### src/rtl/iepb_consts.svh
`ifndef IEPB_CONSTS_SVH
`define IEPB_CONSTS_SVH

// special function register addresses
`define IEPB_ADDR_IE_FIRST   8'hA8
`define IEPB_ADDR_IE_SECOND  8'hA9
`define IEPB_ADDR_IE_THIRD   8'hAA
`define IEPB_ADDR_IP_FIRST   8'hB8
`define IEPB_ADDR_IP_SECOND  8'hB9

// implemented bits of each register, reserved bits masked off
`define IEPB_MASK_IE_FIRST   8'h83
`define IEPB_MASK_IE_SECOND  8'hEF
`define IEPB_MASK_IE_THIRD   8'h1F
`define IEPB_MASK_IP_FIRST   8'h7F
`define IEPB_MASK_IP_SECOND  8'hEF
`define IEPB_RESET_VALUE     8'h00
`define IEPB_UNMAPPED_READ   8'h00

// field positions, first enable register
`define IEPB_BIT_GLOBAL      7
`define IEPB_BIT_T0_EN       1
`define IEPB_BIT_EXT0_EN     0
// field positions, first priority register
`define IEPB_BIT_ADC_PRI     6
`define IEPB_BIT_T2_PRI      5
`define IEPB_BIT_UART_PRI    4
`define IEPB_BIT_T1_PRI      3
`define IEPB_BIT_EXT1_PRI    2
`define IEPB_BIT_T0_PRI      1
`define IEPB_BIT_EXT0_PRI    0
// field positions, second enable and second priority registers
`define IEPB_BIT_T4          7
`define IEPB_BIT_T3          6
`define IEPB_BIT_CMP         5
`define IEPB_BIT_EXT2        3
`define IEPB_BIT_BTM         2
`define IEPB_BIT_PWM         1
`define IEPB_BIT_PORT0       0
// field positions, third enable register: ports 1..5 at bits 0..4
`define IEPB_BIT_PORT1       0

// source index equals the query number; smaller is served first within a priority level
`define IEPB_SRC_COUNT       20
`define IEPB_SRC_EXT0        0
`define IEPB_SRC_T0          1
`define IEPB_SRC_EXT1        2
`define IEPB_SRC_T1          3
`define IEPB_SRC_UART        4
`define IEPB_SRC_T2          5
`define IEPB_SRC_ADC         6
`define IEPB_SRC_PORT0       7
`define IEPB_SRC_PWM         8
`define IEPB_SRC_BTM         9
`define IEPB_SRC_EXT2        10
`define IEPB_SRC_SPARE       11
`define IEPB_SRC_CMP         12
`define IEPB_SRC_T3          13
`define IEPB_SRC_T4          14
`define IEPB_SRC_PORT1       15
`define IEPB_PORT_UPPER      5

`endif

### src/rtl/iepb_pkg.sv
package iepb_pkg;

  typedef logic [19:0] iepb_src_t;
  typedef logic [4:0]  iepb_idx_t;
  typedef logic [7:0]  iepb_byte_t;

  // nesting of service routines in progress
  typedef enum logic [1:0] {
    IEPB_IDLE,
    IEPB_LOW,
    IEPB_HIGH,
    IEPB_LOW_HIGH
  } iepb_level_e;

endpackage

### src/rtl/iepb_arb_if.sv
`timescale 1ns/1ps

interface iepb_arb_if;
  import iepb_pkg::*;

  iepb_src_t pending;
  iepb_src_t prio;
  logic      allow_low;
  logic      allow_high;
  logic      win_valid;
  iepb_idx_t win_idx;
  logic      win_high;

  modport bank (
    output pending,
    output prio,
    output allow_low,
    output allow_high,
    input  win_valid,
    input  win_idx,
    input  win_high
  );

  modport arb (
    input  pending,
    input  prio,
    input  allow_low,
    input  allow_high,
    output win_valid,
    output win_idx,
    output win_high
  );

endinterface

### src/rtl/iepb_arbiter.sv
`timescale 1ns/1ps
`include "iepb_consts.svh"

module iepb_arbiter
  import iepb_pkg::*;
(
  input  wire logic clock,
  input  wire logic reset,
  input  wire logic clock_en,
  iepb_arb_if.arb   arb
);

  iepb_src_t hi_set;
  iepb_src_t lo_set;
  logic      nxt_valid;
  logic      nxt_high;
  iepb_idx_t nxt_idx;
  logic      win_valid_ff;
  logic      win_high_ff;
  iepb_idx_t win_idx_ff;

  // lowest set index wins
  function automatic iepb_idx_t first_set(input iepb_src_t v);
    iepb_idx_t r;
    r = '0;
    for (int i = `IEPB_SRC_COUNT - 1; i >= 0; i--)
    begin
      if (v[i])
        r = 5'(i);
    end
    return r;
  endfunction

  ////////////////////////////////////////////////////////////////////////////////
  always_comb
  begin
    hi_set    = arb.pending & arb.prio;
    lo_set    = arb.pending & ~arb.prio;
    nxt_valid = 1'b0;
    nxt_high  = 1'b0;
    nxt_idx   = '0;
    // high level always beats low, even with a larger query number
    if (arb.allow_high && (hi_set != '0))
    begin
      nxt_valid = 1'b1;
      nxt_high  = 1'b1;
      nxt_idx   = first_set(hi_set);
    end
    else if (arb.allow_low && (lo_set != '0))
    begin
      nxt_valid = 1'b1;
      nxt_idx   = first_set(lo_set);
    end
  end

  ////////////////////////////////////////////////////////////////////////////////
  always_ff @(posedge clock)
  begin
    if (reset)
    begin
      win_valid_ff <= 1'b0;
      win_high_ff  <= 1'b0;
      win_idx_ff   <= '0;
    end
    else if (clock_en)
    begin
      win_valid_ff <= nxt_valid;
      win_high_ff  <= nxt_high;
      win_idx_ff   <= nxt_idx;
    end
  end

  assign arb.win_valid = win_valid_ff;
  assign arb.win_high  = win_high_ff;
  assign arb.win_idx   = win_idx_ff;

endmodule

### src/rtl/iepb_bank.sv
`timescale 1ns/1ps
`include "iepb_consts.svh"


module iepb_bank
  import iepb_pkg::*;
(
  input  wire logic       clock,
  input  wire logic       reset,
  input  wire logic       clock_en,
  input  wire iepb_byte_t sfr_addr,
  input  wire logic       sfr_wr,
  input  wire logic       sfr_rd,
  input  wire iepb_byte_t sfr_wdata,
  output logic [7:0]      sfr_rdata,
  input  wire iepb_src_t  irq_flag,
  input  wire logic       irq_ack,
  input  wire logic       irq_reti,
  output logic            irq_req,
  output logic [4:0]      irq_vector,
  output logic            irq_high,
  output logic [19:0]     irq_active,
  output logic [1:0]      service_level
);

  iepb_byte_t  ie_first_ff;
  iepb_byte_t  ie_second_ff;
  iepb_byte_t  ie_third_ff;
  iepb_byte_t  ip_first_ff;
  iepb_byte_t  ip_second_ff;
  iepb_byte_t  sfr_rdata_ff;
  iepb_byte_t  nxt_rdata;
  iepb_src_t   src_enable;
  iepb_src_t   src_prio;
  iepb_src_t   src_active;
  iepb_src_t   irq_active_ff;
  logic        global_irq_enable;
  logic        ack_taken;
  logic        nxt_req;
  logic        irq_req_ff;
  logic        irq_high_ff;
  iepb_idx_t   irq_vector_ff;
  iepb_level_e level_ff;
  iepb_level_e nxt_level;
  logic        allow_low;
  logic        allow_high;

  iepb_arb_if arb_bus ();

  ////////////////////////////////////////////////////////////////////////////////
  // register writes, one bank each; reserved positions never store a one
  always_ff @(posedge clock)
  begin
    if (reset)
      ie_first_ff <= `IEPB_RESET_VALUE;
    else if (clock_en && sfr_wr && (sfr_addr == `IEPB_ADDR_IE_FIRST))
      ie_first_ff <= sfr_wdata & `IEPB_MASK_IE_FIRST;
  end

  always_ff @(posedge clock)
  begin
    if (reset)
      ie_second_ff <= `IEPB_RESET_VALUE;
    else if (clock_en && sfr_wr && (sfr_addr == `IEPB_ADDR_IE_SECOND))
      ie_second_ff <= sfr_wdata & `IEPB_MASK_IE_SECOND;
  end

  always_ff @(posedge clock)
  begin
    if (reset)
      ie_third_ff <= `IEPB_RESET_VALUE;
    else if (clock_en && sfr_wr && (sfr_addr == `IEPB_ADDR_IE_THIRD))
      ie_third_ff <= sfr_wdata & `IEPB_MASK_IE_THIRD;
  end

  always_ff @(posedge clock)
  begin
    if (reset)
      ip_first_ff <= `IEPB_RESET_VALUE;
    else if (clock_en && sfr_wr && (sfr_addr == `IEPB_ADDR_IP_FIRST))
      ip_first_ff <= sfr_wdata & `IEPB_MASK_IP_FIRST;
  end

  always_ff @(posedge clock)
  begin
    if (reset)
      ip_second_ff <= `IEPB_RESET_VALUE;
    else if (clock_en && sfr_wr && (sfr_addr == `IEPB_ADDR_IP_SECOND))
      ip_second_ff <= sfr_wdata & `IEPB_MASK_IP_SECOND;
  end

  ////////////////////////////////////////////////////////////////////////////////
  // register reads; unmapped addresses answer zero
  always_comb
  begin
    nxt_rdata = `IEPB_UNMAPPED_READ;
    unique case (sfr_addr)
      `IEPB_ADDR_IE_FIRST:  nxt_rdata = ie_first_ff;
      `IEPB_ADDR_IE_SECOND: nxt_rdata = ie_second_ff;
      `IEPB_ADDR_IE_THIRD:  nxt_rdata = ie_third_ff;
      `IEPB_ADDR_IP_FIRST:  nxt_rdata = ip_first_ff;
      `IEPB_ADDR_IP_SECOND: nxt_rdata = ip_second_ff;
      default:              nxt_rdata = `IEPB_UNMAPPED_READ;
    endcase
  end

  // held until the next read strobe, so a slow core may sample late
  always_ff @(posedge clock)
  begin
    if (reset)
      sfr_rdata_ff <= `IEPB_UNMAPPED_READ;
    else if (clock_en && sfr_rd)
      sfr_rdata_ff <= nxt_rdata;
  end

  ////////////////////////////////////////////////////////////////////////////////
  // per-source enable and priority map, indexed by query number
  assign global_irq_enable = ie_first_ff[`IEPB_BIT_GLOBAL];

  always_comb
  begin
    src_enable = '0;
    src_enable[`IEPB_SRC_T0]    = ie_first_ff[`IEPB_BIT_T0_EN];
    src_enable[`IEPB_SRC_EXT0]  = ie_first_ff[`IEPB_BIT_EXT0_EN];
    src_enable[`IEPB_SRC_T4]    = ie_second_ff[`IEPB_BIT_T4];
    src_enable[`IEPB_SRC_T3]    = ie_second_ff[`IEPB_BIT_T3];
    src_enable[`IEPB_SRC_CMP]   = ie_second_ff[`IEPB_BIT_CMP];
    src_enable[`IEPB_SRC_EXT2]  = ie_second_ff[`IEPB_BIT_EXT2];
    src_enable[`IEPB_SRC_BTM]   = ie_second_ff[`IEPB_BIT_BTM];
    src_enable[`IEPB_SRC_PWM]   = ie_second_ff[`IEPB_BIT_PWM];
    src_enable[`IEPB_SRC_PORT0] = ie_second_ff[`IEPB_BIT_PORT0];
    // ports 1..5 have enables here; they have no priority bit, so always low
    for (int p = 0; p < `IEPB_PORT_UPPER; p++)
    begin
      src_enable[`IEPB_SRC_PORT1 + p] = ie_third_ff[`IEPB_BIT_PORT1 + p];
    end
  end

  always_comb
  begin
    src_prio   = '0;
    src_prio[`IEPB_SRC_ADC]     = ip_first_ff[`IEPB_BIT_ADC_PRI];
    src_prio[`IEPB_SRC_T2]      = ip_first_ff[`IEPB_BIT_T2_PRI];
    src_prio[`IEPB_SRC_UART]    = ip_first_ff[`IEPB_BIT_UART_PRI];
    src_prio[`IEPB_SRC_T1]      = ip_first_ff[`IEPB_BIT_T1_PRI];
    src_prio[`IEPB_SRC_EXT1]    = ip_first_ff[`IEPB_BIT_EXT1_PRI];
    src_prio[`IEPB_SRC_T0]      = ip_first_ff[`IEPB_BIT_T0_PRI];
    src_prio[`IEPB_SRC_EXT0]    = ip_first_ff[`IEPB_BIT_EXT0_PRI];
    src_prio[`IEPB_SRC_T4]      = ip_second_ff[`IEPB_BIT_T4];
    src_prio[`IEPB_SRC_T3]      = ip_second_ff[`IEPB_BIT_T3];
    src_prio[`IEPB_SRC_CMP]     = ip_second_ff[`IEPB_BIT_CMP];
    src_prio[`IEPB_SRC_EXT2]    = ip_second_ff[`IEPB_BIT_EXT2];
    src_prio[`IEPB_SRC_BTM]     = ip_second_ff[`IEPB_BIT_BTM];
    src_prio[`IEPB_SRC_PWM]     = ip_second_ff[`IEPB_BIT_PWM];
    src_prio[`IEPB_SRC_PORT0]   = ip_second_ff[`IEPB_BIT_PORT0];
  end

  ////////////////////////////////////////////////////////////////////////////////
  // gating per source: flag, own enable and global enable all needed
  genvar g;
  generate
    for (g = 0; g < `IEPB_SRC_COUNT; g++)
    begin : gate
      assign src_active[g] = irq_flag[g] & src_enable[g]
                           & global_irq_enable;
    end
  endgenerate

  // registered so the core sees a glitch-free source map
  always_ff @(posedge clock)
  begin
    if (reset)
      irq_active_ff <= '0;
    else if (clock_en)
      irq_active_ff <= src_active;
  end

  ////////////////////////////////////////////////////////////////////////////////
  // nesting tracker: at most one low and one high routine in flight
  assign ack_taken = irq_ack & irq_req_ff;

  always_comb
  begin
    nxt_level = level_ff;
    unique case (level_ff)
      IEPB_IDLE:
      begin
        if (ack_taken)
          nxt_level = irq_high_ff ? IEPB_HIGH : IEPB_LOW;
      end
      IEPB_LOW:
      begin
        // a high ack wins over a return in the same cycle
        if (ack_taken && irq_high_ff)
          nxt_level = IEPB_LOW_HIGH;
        else if (irq_reti)
          nxt_level = IEPB_IDLE;
      end
      IEPB_HIGH:
      begin
        if (irq_reti)
          nxt_level = IEPB_IDLE;
      end
      IEPB_LOW_HIGH:
      begin
        if (irq_reti)
          nxt_level = IEPB_LOW;
      end
    endcase
  end

  always_ff @(posedge clock)
  begin
    if (reset)
      level_ff <= IEPB_IDLE;
    else if (clock_en)
      level_ff <= nxt_level;
  end

  // same level never nests: low waits for idle, high waits for no high
  assign arb_bus.pending    = src_active;
  assign arb_bus.prio       = src_prio;
  assign allow_low          = (level_ff == IEPB_IDLE);
  assign allow_high         = (level_ff == IEPB_IDLE) || (level_ff == IEPB_LOW);
  assign arb_bus.allow_low  = allow_low;
  assign arb_bus.allow_high = allow_high;

  // a cycle of arbitration latency traded for a short path from the flags
  iepb_arbiter u_arbiter (
    .clock    (clock),
    .reset    (reset),
    .clock_en (clock_en),
    .arb      (arb_bus.arb)
  );

  ////////////////////////////////////////////////////////////////////////////////
  // request to the core; winner re-checked against the current level because
  // the arbiter result is one cycle old
  always_comb
  begin
    nxt_req = 1'b0;
    if (arb_bus.win_valid && !ack_taken)
    begin
      if (arb_bus.win_high)
        nxt_req = allow_high;
      else
        nxt_req = allow_low;
    end
  end

  always_ff @(posedge clock)
  begin
    if (reset)
      irq_req_ff <= 1'b0;
    else if (clock_en)
      irq_req_ff <= nxt_req;
  end

  // level and vector follow the winner even with no request; the core ignores them
  always_ff @(posedge clock)
  begin
    if (reset)
      irq_high_ff <= 1'b0;
    else if (clock_en)
      irq_high_ff <= arb_bus.win_high;
  end

  always_ff @(posedge clock)
  begin
    if (reset)
      irq_vector_ff <= '0;
    else if (clock_en)
      irq_vector_ff <= arb_bus.win_idx;
  end

  assign sfr_rdata     = sfr_rdata_ff;
  assign irq_req       = irq_req_ff;
  assign irq_high      = irq_high_ff;
  assign irq_vector    = irq_vector_ff;
  assign irq_active    = irq_active_ff;
  assign service_level = level_ff;

endmodule

### config.mk
export PLATFORM = sky130hd
export DESIGN_NAME = iepb_bank
export DESIGN_NICKNAME = d
export VERILOG_FILES = /design/src/rtl/iepb_pkg.sv /design/src/rtl/iepb_arb_if.sv /design/src/rtl/iepb_arbiter.sv /design/src/rtl/iepb_bank.sv
export VERILOG_INCLUDE_DIRS = /design/src /design/src/rtl
export SDC_FILE = /design/constraint.sdc
export NUM_CORES = 1
export LEC_CHECK = 0
export ABC_AREA = 1
export BUFFER_PORTS_ARGS = -buffer_cell sky130_fd_sc_hd__buf_2
export CORE_MARGIN = 2
export CORE_UTILIZATION = 35
export DETAILED_ROUTE_END_ITERATION = 8
export SLEW_MARGIN = 10
export SYNTH_ARGS = -nofsm -noshare
export SYNTH_HDL_FRONTEND = slang
export SYNTH_SLANG_ARGS = --single-unit
### constraint.sdc
create_clock -name clock -period 2.8 [get_ports clock]
set_input_delay 0.56 -clock clock [delete_from_list [all_inputs] [get_ports clock]]
set_output_delay 0.56 -clock clock [all_outputs]
set_load 0.01 [all_outputs]
==> impl_metrics.ini <==
[synthesis]
async_reset_ff_share_pct = 0
syn_area_per_cell_um2 = 7.07
yosys_warnings = 0
synthTopCellsByCount = nand2_1 (77), dfxtp_1 (67), inv_1 (60)
synth.largest_area_cell = dfxtp_1
yosysSeqAreaShare_pct = 41.7
yosysMostFrequentCell = nand2_1
syn_inst = 455
synth-edff-count = 0
synth_top_area_share_pct = 41.7
yosys-top-cells-area = dfxtp_1 (42%), nand2_1 (9.0%), o21ai_0 (7.8%)
synth_area_um2 = 3220
synth-seq-cells = 67
ys.flop_type = dfxtp_1
yosys.cell_types.count = 32

[final_layout]
finalInstanceArea_um2 = 3790
nets = 561
ff_latch_area_um2 = 1340
diodes = 0
drive_gt1_share_pct = 19.7
layout.cells.non_filler = 631
area_growth_pct = 17.9
nFillCells = 947
multiInputGateArea_um2 = 1520

[drt]
drtIter0Drc = 178
drc = 0
ant_nets = 0
avgRoutedWirePerCell_um = 13.9
dr.pass1.iters = 4
vias_per_cell = 5.08
num_vias = 3207
wl_mm = 8.80

[sta]
slew_viol_final = 0
worstMarginPinSlew_ps = 517
final.setup.tns_ps = 0
fmax_mhz = 520
hold_viol_final = 0
whs_ps = 459
period_needed_ps = 1920
setup_violations = 0
min_period_over_period_pct = 68.6
skew_ps = 6.70
max_slew_margin_pct = 65.5
rsz0062_at_grt = false

[die]
die_area_um2 = 9980
die_y_um = 99.9
die_w_um = 99.9
io_pins = 80
initial_core_util_pct = 36.5
rows = 34
core-area_um2 = 8810

[worst_setup_path]
worstSetupEndpointType = flop
worstPathRequired_ps = 3090
worstPathArrival_ps = 2210
crit_family = simple AND/OR/NAND/NOR gates
cpPeakStageDelay_ps = 370
crit_path_start_kind = flop
crit_path_top_delay_cell = dfxtp_1
critPathBufInv = 3
path_class = reg -> reg
path_cells = buf_4, inv_1, nor2_1, nand2_1, and2_1, nand2_2, nor2_2, nor2_2, inv_2, nor2_1, nor2_1, a21oi_1
cp_max_fo = 21
cp_common_cell = nor2_1

[global_routing]
grtUsageTotal_pct = 18.1
grt_pass1_wl_mm = 14.2
grt_pass1_vias = 2986
grt_max_degree = 49
overflow = 0
antenna_found_initial = 0

[clock_network]
root_buffer = clkbuf_8
cts_buffers = 9
cts_tree = done
post_cts_buffers = 0
clock_latency_ps = 350
post_cts_resized = 0
cts_buffer_depth = 2
cts_sinks = 67
clkTransAtPathRegs_ps = 70
postCtsHoldBufs = 0
htreeDepth = 3

[placement]
io_buffers = 67
placed_cells = 615
gp_congestion = 0.906
dp_hpwl_mm = 6.64
place_area_um2 = 3600

[power_and_ir_drop]
finalPower_w = 0.00198
p_seq_share_pct = 50.3
power.switching_w = 0.000508
switching_share_pct = 25.6
p_per_area_nw_per_um2 = 522
clock_power_share_pct = 41.0
p_leak_nw = 1.73
vdd_drop_max_mv = 0.218
comb_power_share_pct = 8.7
p_int_w = 0.00147

[flow_run]
drv_cap = 0

[hold_path]
hold_path_class = reg -> reg

[status]
status = completed
worst min-delay path, stage by stage, from the launching register on:
cell     delay [ps]
dfxtp_1         300
inv_1            60
a21oi_1          60
per-layer routing:
metal | routed length (um) | global-route usage [%] | vias to the layer above | share of wire (%)
met2 | 4290 | 30.6 | 75 | 49
met5 | 0 | 0 | - | 0
met4 | 151 | 6.95 | 0 | 1.7
met3 | 391 | 4.46 | 18 | 4.4
met1 | 3970 | 22.2 | 1477 | 45
li1 | - | - | 1637 | -
worst paths after layout:
check / start / to / slack [ps] / cells past startpoint
max reg2reg: ie_first_ff[7] / u_arbiter.arb.win_idx[2] / 880 / 12
min: ip_first_ff[2] / ip_first_ff[2] / 460 / 2
max: ie_first_ff[7] / u_arbiter.arb.win_idx[2] / 880 / 12
min reg2reg: ip_first_ff[2] / ip_first_ff[2] / 460 / 2
final cells by class:
class | count | share of cell area (%)
Clock buffer | 11 | 3.73
Clock inverter | 5 | 1.39
Inverter | 63 | 6.23
Multi-Input combinational cell | 306 | 40.1
Sequential cell | 67 | 35.4
Tap cell | 108 | 3.56
Timing Repair Buffer | 71 | 9.63
stage by stage:
step	setup WS (ps)	utilization, %
2_1_floorplan	1070	-
5_1_grt	625	43.1
3_3_place_gp	733	40.9
3_5_place_dp	679	40.9
6_report	879	43.1
4_1_cts	863	43.1
state kept, by name, indices dropped and copies added (netlist names):
register                 count
ie_third_ff                  5
ie_second_ff                 7
irq_high                     1
u_arbiter.arb.win_high       1
ie_first_ff                  3
service_level                2
ip_first_ff                  7
ip_second_ff                 7
irq_active                  14
u_arbiter.arb.win_valid      1
irq_vector                   5
irq_req                      1
sfr_rdata                    8
u_arbiter.arb.win_idx        5
power groups by stage:
stage | clock network, W | registers, W | logic (W)
2_1_floorplan | 0 | 0.00103 | 0.0000923
3_3_place_gp | 0 | 0.00102 | 0.000170
3_5_place_dp | 0 | 0.00102 | 0.000173
4_1_cts | 0.000831 | 0.000997 | 0.000173
5_1_grt | 0.000881 | 0.00100 | 0.000193
6_report | 0.000813 | 0.000997 | 0.000172
cells by family (layout without fill, tap and decap cells):
kind of cell,after synthesis,count (layout),share of synthesized area [%]
AO/OA/AOI/OAI,133,133,22.9
buffers and inverters,87,150,11.6
flip-flops,67,67,41.7
other,1,6,0.117
AND/OR/NAND/NOR,167,167,23.7
layout by cell type, fill, tap and decap left out:
| master | n |
|---|---|
| nor3_1 | 2 |
| nand2_2 | 2 |
| clkbuf_1 | 1 |
| o41ai_1 | 1 |
| buf_2 | 67 |
| clkinv_1 | 2 |
| o22ai_1 | 11 |
| conb_1 | 6 |
| o2111ai_1 | 1 |
| o211ai_1 | 14 |
| nand4_2 | 4 |
| nor2_2 | 7 |
| inv_1 | 60 |
| nor4_1 | 1 |
| clkbuf_8 | 10 |
| nand3_2 | 3 |
| nand4_1 | 7 |
| inv_2 | 1 |
| nand2_1 | 77 |
| o221ai_1 | 1 |
| dfxtp_1 | 67 |
| nand3_1 | 25 |
| a31oi_1 | 4 |
| o31ai_1 | 2 |
| bufinv_16 | 1 |
| nor2_1 | 37 |
| o21ai_0 | 50 |
| clkinv_2 | 3 |
| buf_4 | 4 |
| a21oi_1 | 49 |
| and2_1 | 1 |
| clkinvlp_4 | 1 |
| nand3b_1 | 1 |
Power figures use the tool's default switching activity.
